[config.mk]
export PLATFORM = sky130hd
export DESIGN_NAME = scp_port_ctrl
export DESIGN_NICKNAME = d
export VERILOG_FILES = /design/src/scp_pkg.sv /design/src/scp_cfg_if.sv /design/src/scp_sync2.sv /design/src/scp_prescaler.sv /design/src/scp_port_ctrl.sv
export VERILOG_INCLUDE_DIRS = /design/src
export SDC_FILE = /design/constraint.sdc
export NUM_CORES = 1
export LEC_CHECK = 0
export ABC_CLOCK_PERIOD_IN_PS = 6300
export BUFFER_PORTS_ARGS = -buffer_cell sky130_fd_sc_hd__clkbuf_2
export CAP_MARGIN = 20
export CORE_MARGIN = 4
export CORE_UTILIZATION = 35
export CTS_BUF_LIST = sky130_fd_sc_hd__clkbuf_8
export DETAILED_ROUTE_END_ITERATION = 16
export HOLD_SLACK_MARGIN = 0.1
export PLACE_DENSITY = 0.67
export SLEW_MARGIN = 20
export SYNTH_ARGS = -nofsm -noshare
export SYNTH_HDL_FRONTEND = slang
export SYNTH_SLANG_ARGS = --single-unit
[constraint.sdc]
create_clock -name CLOCK -period 6.3 [get_ports CLOCK]
set_input_delay 0.945 -clock CLOCK [delete_from_list [all_inputs] [get_ports CLOCK]]
set_output_delay 0.945 -clock CLOCK [all_outputs]
set_load 0.005 [all_outputs]
[src/scp_regs.svh]
`ifndef SCP_REGS_SVH
`define SCP_REGS_SVH

// Register byte addresses on the AXI4-Lite slave
`define SCP_CTRL1_ADDR 8'h00
`define SCP_CTRL2_ADDR 8'h04
`define SCP_STATUS_ADDR 8'h08

// Control one field positions
`define SCP_C1_PRI_LSB 0
`define SCP_C1_SEC_LSB 2
`define SCP_C1_EDGE_BIT 8
`define SCP_C1_MASTER_BIT 5
`define SCP_C1_MASK 16'h01FF

// Control two field positions
`define SCP_C2_FRM_BIT 15
`define SCP_C2_FSD_BIT 14
`define SCP_C2_FPOL_BIT 13
`define SCP_C2_FEDGE_BIT 1
`define SCP_C2_EBUF_BIT 0
`define SCP_C2_MASK 16'hE003

// Reset values
`define SCP_CTRL1_RST 16'h0000
`define SCP_CTRL2_RST 16'h0000

// Divider figures
`define SCP_SEC_MAX 4'h8
`define SCP_CNT_W 10

// AXI responses
`define SCP_RESP_OKAY 2'b00
`define SCP_RESP_SLVERR 2'b10

`endif

[src/scp_pkg.sv]
package scp_pkg;

  typedef enum logic [2:0] {
    SCP_FS_IDLE = 3'b001,
    SCP_FS_LEAD = 3'b010,
    SCP_FS_BIT = 3'b100
  } scp_fs_e;

  typedef struct packed {
    logic framed;
    logic fs_dir_in;
    logic fs_pol_high;
    logic fs_edge_first;
    logic ebuf;
  } scp_frame_cfg_s;

endpackage : scp_pkg

[src/scp_cfg_if.sv]
`timescale 1ns/1ns
interface scp_cfg_if;
  logic [1:0] pri_sel;
  logic [2:0] sec_sel;
  logic run;
  logic sclk_en;
  logic sclk_lvl;

  modport ctrl (output pri_sel, output sec_sel, output run, input sclk_en, input sclk_lvl);
  modport div (input pri_sel, input sec_sel, input run, output sclk_en, output sclk_lvl);
endinterface : scp_cfg_if

[src/scp_sync2.sv]
`timescale 1ns/1ns
module scp_sync2 (
  input wire logic clk,
  input wire logic rst_b,
  input wire logic din,
  output logic dout
);
  logic meta_ff;

  always_ff @(posedge clk) begin
    if (!rst_b) begin
      meta_ff <= 1'b0;
      dout <= 1'b0;
    end else begin
      meta_ff <= din;
      dout <= meta_ff;
    end
  end
endmodule : scp_sync2

[src/scp_prescaler.sv]
`timescale 1ns/1ns
`include "scp_regs.svh"
module scp_prescaler (
  input wire logic clk,
  input wire logic rst_b,
  scp_cfg_if.div cfg
);
  // ----------------------------------------
  // Ratio decode
  // ----------------------------------------
  function automatic logic [6:0] pri_ratio(input logic [1:0] sel);
    case (sel)
      2'b11: pri_ratio = 7'h01;
      2'b10: pri_ratio = 7'h04;
      2'b01: pri_ratio = 7'h10;
      default: pri_ratio = 7'h40;
    endcase
  endfunction : pri_ratio

  logic [3:0] sec_ratio;
  logic [6:0] pri_r;
  logic [`SCP_CNT_W-1:0] prod;
  logic [`SCP_CNT_W-1:0] per;
  logic [`SCP_CNT_W-1:0] cnt_ff;
  logic [`SCP_CNT_W-1:0] half;

  assign pri_r = pri_ratio(cfg.pri_sel);
  // Eight minus the code: 111 gives 1, 000 gives 8
  assign sec_ratio = `SCP_SEC_MAX - {1'b0, cfg.sec_sel};
  assign prod = `SCP_CNT_W'(pri_r * sec_ratio);
  // A ratio of one cannot show both phases on a single clock, so it runs at
  // half the clock; bits then advance once per visible period.
  assign per = (prod == `SCP_CNT_W'(1)) ? `SCP_CNT_W'(2) : prod;
  assign half = per >> 1;

  // ----------------------------------------
  // Bit clock: one enable every per cycles (prod, or two when prod is one)
  // ----------------------------------------
  // Preloaded so the first enable lands one full period after run rises
  always_ff @(posedge clk) begin
    if (!rst_b || !cfg.run) begin
      cnt_ff <= `SCP_CNT_W'(1);
    end else if (cnt_ff >= per - 1'b1) begin
      cnt_ff <= '0;
    end else begin
      cnt_ff <= cnt_ff + 1'b1;
    end
  end

  always_ff @(posedge clk) begin
    if (!rst_b || !cfg.run) begin
      cfg.sclk_en <= 1'b0;
      cfg.sclk_lvl <= 1'b0;
    end else begin
      cfg.sclk_en <= (cnt_ff >= per - 1'b1);
      cfg.sclk_lvl <= (cnt_ff < half);
    end
  end
endmodule : scp_prescaler

[src/scp_port_ctrl.sv]
// Local design decisions: the register offsets and the AXI4-Lite register port.
`timescale 1ns/1ns
`include "scp_regs.svh"
// Summary of operation
// - Secondary code 111 divides one, 000 eight
// - Primary codes 11,10,01,00 divide 1,4,16,64
// - Serial clock is instruction clock over product; a product of one gives half the clock
// - Framed enable bit selects framed operation
// - Direction bit: set input, clear output
// - Polarity bit: set active high, clear low
// - Edge bit: coincide with first bit, else before; output sync only, an input sync edge always starts the first bit
// - Enhanced buffer bit selects enhanced buffering
module scp_port_ctrl (
  input wire logic CLOCK,
  input wire logic RST_B,
  input wire logic [7:0] AWADDR,
  input wire logic AWVALID,
  output logic AWREADY,
  input wire logic [31:0] WDATA,
  input wire logic [3:0] WSTRB,
  input wire logic WVALID,
  output logic WREADY,
  output logic [1:0] BRESP,
  output logic BVALID,
  input wire logic BREADY,
  input wire logic [7:0] ARADDR,
  input wire logic ARVALID,
  output logic ARREADY,
  output logic [31:0] RDATA,
  output logic [1:0] RRESP,
  output logic RVALID,
  input wire logic RREADY,
  input wire logic FRAME_START,
  input wire logic FSYNC_IN,
  output logic FSYNC_OUT,
  output logic FSYNC_OE,
  output logic SCLK_OUT,
  output logic SCLK_OE,
  output logic FRAME_ACTIVE,
  output logic ENH_BUF_MODE
);
  // ----------------------------------------
  // Register storage
  // ----------------------------------------
  logic [15:0] ctrl1_ff;
  logic [15:0] ctrl2_ff;
  logic [7:0] awaddr_ff;
  logic [31:0] wdata_ff;
  logic [3:0] wstrb_ff;
  logic aw_got_ff;
  logic w_got_ff;
  logic fs_in_sync;
  logic fs_in_prev_ff;
  logic fs_in_seen_ff;
  logic [3:0] bit_cnt_ff;
  scp_pkg::scp_fs_e fs_state_ff;
  scp_pkg::scp_fs_e nxt_fs_state;
  scp_pkg::scp_frame_cfg_s fcfg;

  scp_cfg_if cfg_if ();

  function automatic logic [15:0] merge16(input logic [15:0] old, input logic [31:0] wd,
                                          input logic [3:0] be, input logic [15:0] mask);
    logic [15:0] v;
    v = old;
    if (be[0]) v[7:0] = wd[7:0];
    if (be[1]) v[15:8] = wd[15:8];
    merge16 = v & mask;
  endfunction : merge16

  // ----------------------------------------
  // AXI4-Lite write channel
  // ----------------------------------------
  // Address and data are caught in either order; the response follows both.
  always_ff @(posedge CLOCK) begin
    if (!RST_B) begin
      aw_got_ff <= 1'b0;
      w_got_ff <= 1'b0;
      awaddr_ff <= 8'h00;
      wdata_ff <= 32'h0000_0000;
      wstrb_ff <= 4'h0;
      AWREADY <= 1'b0;
      WREADY <= 1'b0;
      BVALID <= 1'b0;
      BRESP <= `SCP_RESP_OKAY;
    end else begin
      AWREADY <= !aw_got_ff && !AWREADY && !BVALID;
      WREADY <= !w_got_ff && !WREADY && !BVALID;
      if (AWVALID && AWREADY) begin
        aw_got_ff <= 1'b1;
        awaddr_ff <= AWADDR;
      end
      if (WVALID && WREADY) begin
        w_got_ff <= 1'b1;
        wdata_ff <= WDATA;
        wstrb_ff <= WSTRB;
      end
      if (aw_got_ff && w_got_ff && !BVALID) begin
        BVALID <= 1'b1;
        aw_got_ff <= 1'b0;
        w_got_ff <= 1'b0;
        if (awaddr_ff == `SCP_CTRL1_ADDR || awaddr_ff == `SCP_CTRL2_ADDR ||
            awaddr_ff == `SCP_STATUS_ADDR) begin
          BRESP <= `SCP_RESP_OKAY;
        end else begin
          BRESP <= `SCP_RESP_SLVERR;
        end
      end else if (BVALID && BREADY) begin
        BVALID <= 1'b0;
      end
    end
  end

  always_ff @(posedge CLOCK) begin
    if (!RST_B) begin
      ctrl1_ff <= `SCP_CTRL1_RST;
      ctrl2_ff <= `SCP_CTRL2_RST;
    end else if (aw_got_ff && w_got_ff && !BVALID) begin
      if (awaddr_ff == `SCP_CTRL1_ADDR) begin
        ctrl1_ff <= merge16(ctrl1_ff, wdata_ff, wstrb_ff, `SCP_C1_MASK);
      end
      if (awaddr_ff == `SCP_CTRL2_ADDR) begin
        // Unimplemented bits 12..2 stay zero
        ctrl2_ff <= merge16(ctrl2_ff, wdata_ff, wstrb_ff, `SCP_C2_MASK);
      end
    end
  end

  // ----------------------------------------
  // AXI4-Lite read channel
  // ----------------------------------------
  always_ff @(posedge CLOCK) begin
    if (!RST_B) begin
      ARREADY <= 1'b0;
      RVALID <= 1'b0;
      RDATA <= 32'h0000_0000;
      RRESP <= `SCP_RESP_OKAY;
    end else begin
      ARREADY <= !ARREADY && !RVALID;
      if (ARVALID && ARREADY) begin
        RVALID <= 1'b1;
        RRESP <= `SCP_RESP_OKAY;
        case (ARADDR)
          `SCP_CTRL1_ADDR: RDATA <= {16'h0000, ctrl1_ff};
          `SCP_CTRL2_ADDR: RDATA <= {16'h0000, ctrl2_ff};
          `SCP_STATUS_ADDR: RDATA <= {25'h000_0000, fs_state_ff, bit_cnt_ff};
          default: begin
            RDATA <= 32'h0000_0000;
            RRESP <= `SCP_RESP_SLVERR;
          end
        endcase
      end else if (RVALID && RREADY) begin
        RVALID <= 1'b0;
      end
    end
  end

  // ----------------------------------------
  // Configuration decode
  // ----------------------------------------
  assign fcfg.framed = ctrl2_ff[`SCP_C2_FRM_BIT];
  assign fcfg.fs_dir_in = ctrl2_ff[`SCP_C2_FSD_BIT];
  assign fcfg.fs_pol_high = ctrl2_ff[`SCP_C2_FPOL_BIT];
  assign fcfg.fs_edge_first = ctrl2_ff[`SCP_C2_FEDGE_BIT];
  assign fcfg.ebuf = ctrl2_ff[`SCP_C2_EBUF_BIT];

  // The clock runs only in master role while a frame is being timed.
  assign cfg_if.pri_sel = ctrl1_ff[`SCP_C1_PRI_LSB +: 2];
  assign cfg_if.sec_sel = ctrl1_ff[`SCP_C1_SEC_LSB +: 3];
  assign cfg_if.run = ctrl1_ff[`SCP_C1_MASTER_BIT] && (fs_state_ff != scp_pkg::SCP_FS_IDLE);

  scp_prescaler u_pre (
    .clk(CLOCK),
    .rst_b(RST_B),
    .cfg(cfg_if.div)
  );

  scp_sync2 u_fs_sync (
    .clk(CLOCK),
    .rst_b(RST_B),
    .din(FSYNC_IN),
    .dout(fs_in_sync)
  );

  // ----------------------------------------
  // Frame sequencer
  // ----------------------------------------
  // Edge select in control one is ignored while framed; software keeps it zero.
  always_ff @(posedge CLOCK) begin
    if (!RST_B) begin
      fs_in_prev_ff <= 1'b0;
      fs_in_seen_ff <= 1'b0;
    end else begin
      fs_in_prev_ff <= fs_in_sync;
      // Input pulse counts at its active edge per polarity
      fs_in_seen_ff <= fcfg.framed && fcfg.fs_dir_in &&
                       (fcfg.fs_pol_high ? (fs_in_sync && !fs_in_prev_ff)
                                         : (!fs_in_sync && fs_in_prev_ff));
    end
  end

  always_comb begin
    nxt_fs_state = fs_state_ff;
    case (fs_state_ff)
      scp_pkg::SCP_FS_IDLE: begin
        if (fcfg.framed && !fcfg.fs_dir_in && FRAME_START) begin
          nxt_fs_state = fcfg.fs_edge_first ? scp_pkg::SCP_FS_BIT : scp_pkg::SCP_FS_LEAD;
        end else if (fs_in_seen_ff) begin
          nxt_fs_state = scp_pkg::SCP_FS_BIT;
        end
      end
      scp_pkg::SCP_FS_LEAD: begin
        if (cfg_if.sclk_en) nxt_fs_state = scp_pkg::SCP_FS_BIT;
      end
      scp_pkg::SCP_FS_BIT: begin
        if (!fcfg.framed || (cfg_if.sclk_en && bit_cnt_ff == 4'hF)) begin
          nxt_fs_state = scp_pkg::SCP_FS_IDLE;
        end
      end
      default: nxt_fs_state = scp_pkg::SCP_FS_IDLE;
    endcase
  end

  always_ff @(posedge CLOCK) begin
    if (!RST_B) begin
      fs_state_ff <= scp_pkg::SCP_FS_IDLE;
      bit_cnt_ff <= 4'h0;
    end else begin
      fs_state_ff <= nxt_fs_state;
      if (fs_state_ff != scp_pkg::SCP_FS_BIT) begin
        bit_cnt_ff <= 4'h0;
      end else if (cfg_if.sclk_en) begin
        bit_cnt_ff <= bit_cnt_ff + 4'h1;
      end
    end
  end

  // ----------------------------------------
  // Pin outputs
  // ----------------------------------------
  always_ff @(posedge CLOCK) begin
    if (!RST_B) begin
      FSYNC_OUT <= 1'b1;
      FSYNC_OE <= 1'b0;
      SCLK_OUT <= 1'b0;
      SCLK_OE <= 1'b0;
      FRAME_ACTIVE <= 1'b0;
      ENH_BUF_MODE <= 1'b0;
    end else begin
      FSYNC_OE <= fcfg.framed && !fcfg.fs_dir_in;
      // Pulse spans the lead bit, or the first bit when coincident
      FSYNC_OUT <= ((fs_state_ff == scp_pkg::SCP_FS_LEAD) ||
                    (fs_state_ff == scp_pkg::SCP_FS_BIT && bit_cnt_ff == 4'h0 &&
                     fcfg.fs_edge_first)) ~^ fcfg.fs_pol_high;
      SCLK_OUT <= cfg_if.sclk_lvl;
      SCLK_OE <= ctrl1_ff[`SCP_C1_MASTER_BIT];
      FRAME_ACTIVE <= fcfg.framed && (fs_state_ff == scp_pkg::SCP_FS_BIT);
      ENH_BUF_MODE <= fcfg.ebuf;
    end
  end
endmodule : scp_port_ctrl

---- After elaboration in Yosys (flattened, before gate mapping) ----
Cells that the tools add are included.
word-level totals
  bits in registers ....................... 112
  input bits .............................. 61
  output and inout port bits .............. 47
  word-level logic and storage cells ...... 131
operators by class
  add/subtract/negate cells ............... 4
  multipliers ............................. 1
  magnitude comparators ................... 2
  equal/unequal tests ..................... 17
  muxes and demuxes ....................... 17
  bitwise operators ....................... 2
  reductions and logical operators ........ 55
operators with widths
  cell                                                                    count
  16-bit case mux with 3 select lines                                     1
  1-bit logical AND                                                       23
  7-bit case mux with 3 select lines                                      1
  8-bit by 3-bit equality test with 1-bit output, second input constant   2
  8-bit by 4-bit equality test with 1-bit output, second input constant   2
  8-bit logical NOT                                                       2
  3-bit two-way mux                                                       5
  3-bit AND reduction                                                     5
  1-bit logical NOT                                                       13
  10-bit by 1-bit adder with 10-bit output, second input constant         1
  10-bit by 1-bit equality test with 1-bit output, second input constant  1
  10-bit >= comparator                                                    1
  10-bit by 9-bit less-than comparator with 1-bit output                  1
  7-bit by 4-bit multiplier with 10-bit output                            1
  10-bit two-way mux                                                      1
  10-bit by 1-bit subtractor with 10-bit output, second input constant    1
  3-bit case mux with 3 select lines                                      1
  1-bit two-way mux                                                       6
  3-bit inequality test, second input constant                            2
  2-bit OR reduction                                                      3
  1-bit logical OR                                                        5
  4-bit by 1-bit adder with 4-bit output, second input constant           1
  2-bit equality test, second input constant                              2
  4-bit equality test, second input constant                              1
  14 further kinds                                                        16

---- Depth between registers and ports, before layout ----
  depth after elaboration ................. 8
  gate-level depth with buffers ........... 21
  mapped depth without buffers ............ 19

---- Modules after synthesis ----
From an unflattened synthesis, not the netlist that was laid out.
unflattened totals
  cell total of the unflattened synthesis .. 554
  area, all modules ....................... 4,735.8 um2
by module, submodules not included
  module         instances  cells an instance  area an instance (um2)  sequential area each (um2)
  scp_port_ctrl  1          358                3,099.2                 1,441.4
  scp_prescaler  1          192                1,584.0                 240.2
  scp_sync2      1          4                  52.6                    40.0

---- Worst setup path before layout ----
Ideal clock, no wire load.
  path type ............................... reg-to-reg
  start ................................... reg ctrl1_ff[1]
  end ..................................... reg u_pre.cnt_ff[1]
  library setup time ...................... 0.080 ns
  arrival ................................. 4.451 ns
  data required time ...................... 6.220 ns
  slack ................................... 1.769 ns
  stages on the path, launching flop included .. 21
  buffers on the path ..................... 2
  period minus slack after synthesis ...... 4.531 ns
  cell sequence ........................... dfxtp_1 -> clkbuf_1 -> nor2b_1 -> and2_1 -> ha_1 -> inv_1 -> fa_1 -> inv_1 -> ha_1 -> a21oi_1 -> o21ai_0 -> nor3b_1 -> or4b_1 -> a31oi_1 -> ha_1 -> a211oi_1 -> nand2_1 -> a211oi_1 -> a211oi_1 -> clkbuf_1 -> nor3b_1
between the ends
  longest elaborated chain between the ends .. 8
  elaborated cells on any way between the ends .. 10
  classes of those cells .................. 1 x add/sub; 1 x mul; 1 x order compare; 4 x eq/ne; 2 x mux; 1 x reduce/logical
RTL lines
  what                                                                                   line                  source
  start: declaration                                                                     scp_port_ctrl.sv:45   logic [15:0] ctrl1_ff;
  start signal: assignment                                                               scp_port_ctrl.sv:116  ctrl1_ff <= `SCP_CTRL1_RST;
  start signal: assignment                                                               scp_port_ctrl.sv:120  ctrl1_ff <= merge16(ctrl1_ff, wdata_ff, wstrb_ff, `SCP_C1_MASK);
  2-bit by 1-bit equality test with 1-bit output or 2-bit equality test (tied branches)  scp_prescaler.sv:12   case (sel)
  7-bit case mux with 3 select lines *                                                   scp_prescaler.sv:12
  7-bit by 4-bit multiplier with 10-bit output *                                         scp_prescaler.sv:30   assign prod = `SCP_CNT_W'(pri_r * sec_ratio);
  10-bit by 1-bit equality test with 1-bit output                                        scp_prescaler.sv:33   assign per = (prod == `SCP_CNT_W'(1)) ? `SCP_CNT_W'(2) : prod;
  10-bit two-way mux *                                                                   scp_prescaler.sv:33
  10-bit by 1-bit subtractor with 10-bit output *                                        scp_prescaler.sv:43   end else if (cnt_ff >= per - 1'b1) begin
  10-bit >= comparator *                                                                 scp_prescaler.sv:43
  2-bit OR reduction (no line) *                                                         -
  end signal: assignment                                                                 scp_prescaler.sv:42   cnt_ff <= `SCP_CNT_W'(1);
  end signal: assignment                                                                 scp_prescaler.sv:46   cnt_ff <= cnt_ff + 1'b1;
  end: declaration                                                                       scp_prescaler.sv:24   logic [`SCP_CNT_W-1:0] cnt_ff;
Mark *: on every way between the ends. The rest lies on a longest branch, timed or not.
A chain may end at the register's enable or synchronous reset.

---- Worst setup path in the final report ----
  start ................................... reg ctrl1_ff[1]
  end ..................................... reg u_pre.cnt_ff[9]
Same word-level chain as after synthesis.

==> metrics <==
outcome=finished, final reports clean; clock tree buffer depth=2; I/O Pins=108; Vias/cell=4.989; cells after synthesis=548; worst-path fanout max=14; PortBufs=63; hold depth=1; number of antenna violations at the first check in global routing=0; Slew Viols, Final=0; Seq/Total Area, Yosys=0.3660; fin crit share=0.7749; ys async rst share=0; chip height=around 120 um; n_diodes=0; H-tree depth=3; share of layout cells above drive strength 1=0.1450; Yosys reg bits=86; Max-Cap Viols=0; path depth of the worst reg2reg path=19; GRT Overall Usage=0.1450; wire per inst=13.60 um; worst relative slew slack=0.4945; total grt overflow=0; slowest stage cell, crit path=dfxtp_1; pin count of the biggest net entering global routing=49; worst IR drop on VDD=0.1437 mV; Design Area, Final=5275 um^2; setup TNS=0 ns; final setup vio count=0; RSZ-0062 raised after global routing=no; minimum clock period=4.882 ns; top cell type's share of synthesized area=0.3660; initial DRC count=242; Starting Density=0.3567; CTS Buf Count=9; Setup crit start kind=flip-flop; Crit path depth=19; Clock Latency Late Sink=0.36 ns; area leader, netlist=dfxtp_1; Via Count=around 4,000; DR DRC count=0; synth unique cells=54; setup bufs post-CTS=0; num rows=42; slowest stage delay, CP=slightly below 0.7 ns; number of global-route vias before repair=3,672; Post-synth EDFFs=0; Post-DP Area=5079 um^2; Leak=2.309 nW; DR pass1 iterations=7; final WL=between 10,000 and 15,000 um; layout net count=roughly 700; core footprint=13,190 um^2; global-route wire length before repair=17,460 um; Mean Syn Cell Area=approximately 8.6 um^2; critical path, cell by cell=nor2b_1 -> and2_1 -> ha_1 -> inv_1 -> fa_1 -> inv_1 -> ha_1 -> a21oi_1 -> o21ai_0 -> nor3b_1 -> or4b_1 -> a31oi_1 -> ha_1 -> a211oi_1 -> nand2_1 -> a211oi_1 -> a211oi_1 -> buf_4 -> nor3_1; Die Footprint=15,360 um^2; CTS root buf=clkbuf_8; Die X=123.9 um; cts hold-fix bufs=0; Clock transition at path regs=0.10 ns; Max Clk Rate=just over 0.2 GHz; CP top delay family=simple AND/OR/NAND/NOR gates; Worst Path Arrival=between 5 and 6 ns; Area Growth Syn to Fin=12.13%; TritonCTS clock tree=yes; ys flop type=dfxtp_1; PD cells=192.9 nW/um^2; cells taking the most area after synthesis=dfxtp_1 37%, ha_1 8.8%, nand2_1 5.2%; YS warnings=0; Routed Antenna Nets=0; Tightest Pin Transition=0.7537 ns; Crit path required time=6.58 ns; Worst setup EP type=flip-flop; Mapped Area=4705 um^2; post_cts resized=0; GP Congestion=0.8860; CP Buf/Inv Count=3; final clock skew=0.01704 ns; Post-DP HPWL=around 8000 um; Crit Path Class=flip-flop to flip-flop; Final Hold Vio Count=0; Sink Count=86; Worst Hold Class=flip-flop to flip-flop
## worst reg2reg max path, cell delays in order (launching register included)
cell      delay (ns)
dfxtp_1         0.69
nor2b_1         0.29
and2_1          0.16
ha_1            0.14
inv_1           0.05
fa_1            0.54
inv_1           0.06
ha_1            0.23
a21oi_1         0.29
o21ai_0         0.17
nor3b_1         0.15
or4b_1          0.55
a31oi_1         0.19
ha_1            0.26
a211oi_1        0.24
nand2_1         0.10
a211oi_1        0.22
a211oi_1        0.10
buf_4           0.18
nor3_1          0.18
## state kept, by name, indices dropped and copies added, names as in the netlist, 2 cells and up
name / flops
RDATA: 12
awaddr_ff: 8
bit_cnt_ff: 4
ctrl1_ff: 9
ctrl2_ff: 5
fs_state_ff: 3
u_pre.cnt_ff: 10
wdata_ff: 12
wstrb_ff: 2
## stage by stage
step / hold WS, ns / power (W) / instances / utilization / worst slack [ns]
2_1_floorplan: 0.4119 / 0.0006179 / 569 / - / 1.769
3_3_place_gp: 0.4177 / 0.0006320 / 767 / 0.3850 / 1.530
3_5_place_dp: 0.4278 / 0.0006338 / 767 / 0.3850 / 1.432
4_1_cts: 0.4397 / 0.001028 / 783 / 0.3999 / 1.397
5_1_grt: 0.4468 / 0.001060 / 783 / 0.3999 / 0.8857
6_report: 0.4363 / 0.001018 / 783 / 0.3999 / 1.418
## per-layer routing
metal	track usage	wire, um	up-vias
met5	0	0	-
met3	0.04269	777	16
met1	0.1838	4671	1822
li1	-	-	1959
met2	0.2413	5063	109
met4	0.03833	138	0
## where the power goes
part | leakage [nW] | total [W] | switching [W] | internal, W
Clock | 0.101 | 0.000397 | 0.000212 | 0.000185
Combinational | 1.51 | 0.0000575 | 0.0000339 | 0.0000236
Sequential | 0.697 | 0.000563 | 0.00000863 | 0.000555
Total | 2.31 | 0.00102 | 0.000254 | 0.000763
## cell usage after synthesis (2+ instances only)
master	n
a211oi_1	5
a21boi_0	20
a21o_1	2
a21oi_1	24
a221oi_1	2
a22oi_1	8
a31oi_1	3
and2_1	14
and3_1	5
buf_4	22
buf_6	2
clkbuf_1	20
dfxtp_1	86
fa_1	2
ha_1	33
inv_1	21
mux2i_1	23
nand2_1	65
nand2b_1	5
nand3_1	18
nand3b_1	4
nand4_1	6
nand4b_1	2
nor2_1	51
nor2b_1	20
nor3_1	19
nor3b_1	5
nor4_1	4
o211ai_1	2
o21a_1	3
o21ai_0	10
o21bai_1	2
or2_2	2
xnor2_1	13
xor2_1	6
## layout make-up
class                   count  area [um^2]
clock buffers               9        123.9
clock inverters             7        72.57
fillers                  1304         7915
inverters                  21        78.83
multi-input cells         418         2720
flip-flops and latches     86         1722
well taps                 176        220.2
repair buffers             66        337.8
## final timing paths
kind / startpoint / to / slack (ns)
max reg2reg: ctrl1_ff[1] / u_pre.cnt_ff[9] / 1.42
min reg2reg: u_pre.cfg.sclk_lvl / SCLK_OUT / 0.44
min: u_pre.cfg.sclk_lvl / SCLK_OUT / 0.44
max: ctrl1_ff[1] / u_pre.cnt_ff[9] / 1.42
## cells in the final DEF (no fill, tap or decap), types with 8 or more instances in the layout
master / n
conb_1: 22
nor2b_1: 20
clkbuf_8: 9
nor2_1: 51
o21ai_0: 10
inv_1: 22
xnor2_1: 13
a21boi_0: 20
dfxtp_1: 86
nor3_1: 19
nand2_1: 65
ha_1: 33
a22oi_1: 8
clkbuf_2: 63
a21oi_1: 24
nand3_1: 18
and2_1: 14
mux2i_1: 23
## logic make-up after synthesis
family,after synthesis,share of synthesized area
other cells,1,0.0007971
xor+xnor,20,0.04043
simple gates,228,0.2418
flops,86,0.3660
fa+ha+maj,35,0.09628
compound gates,90,0.1332
mux,23,0.04894
buf+inv,65,0.07261
Note: power is estimated with default switching activity, not from simulation.
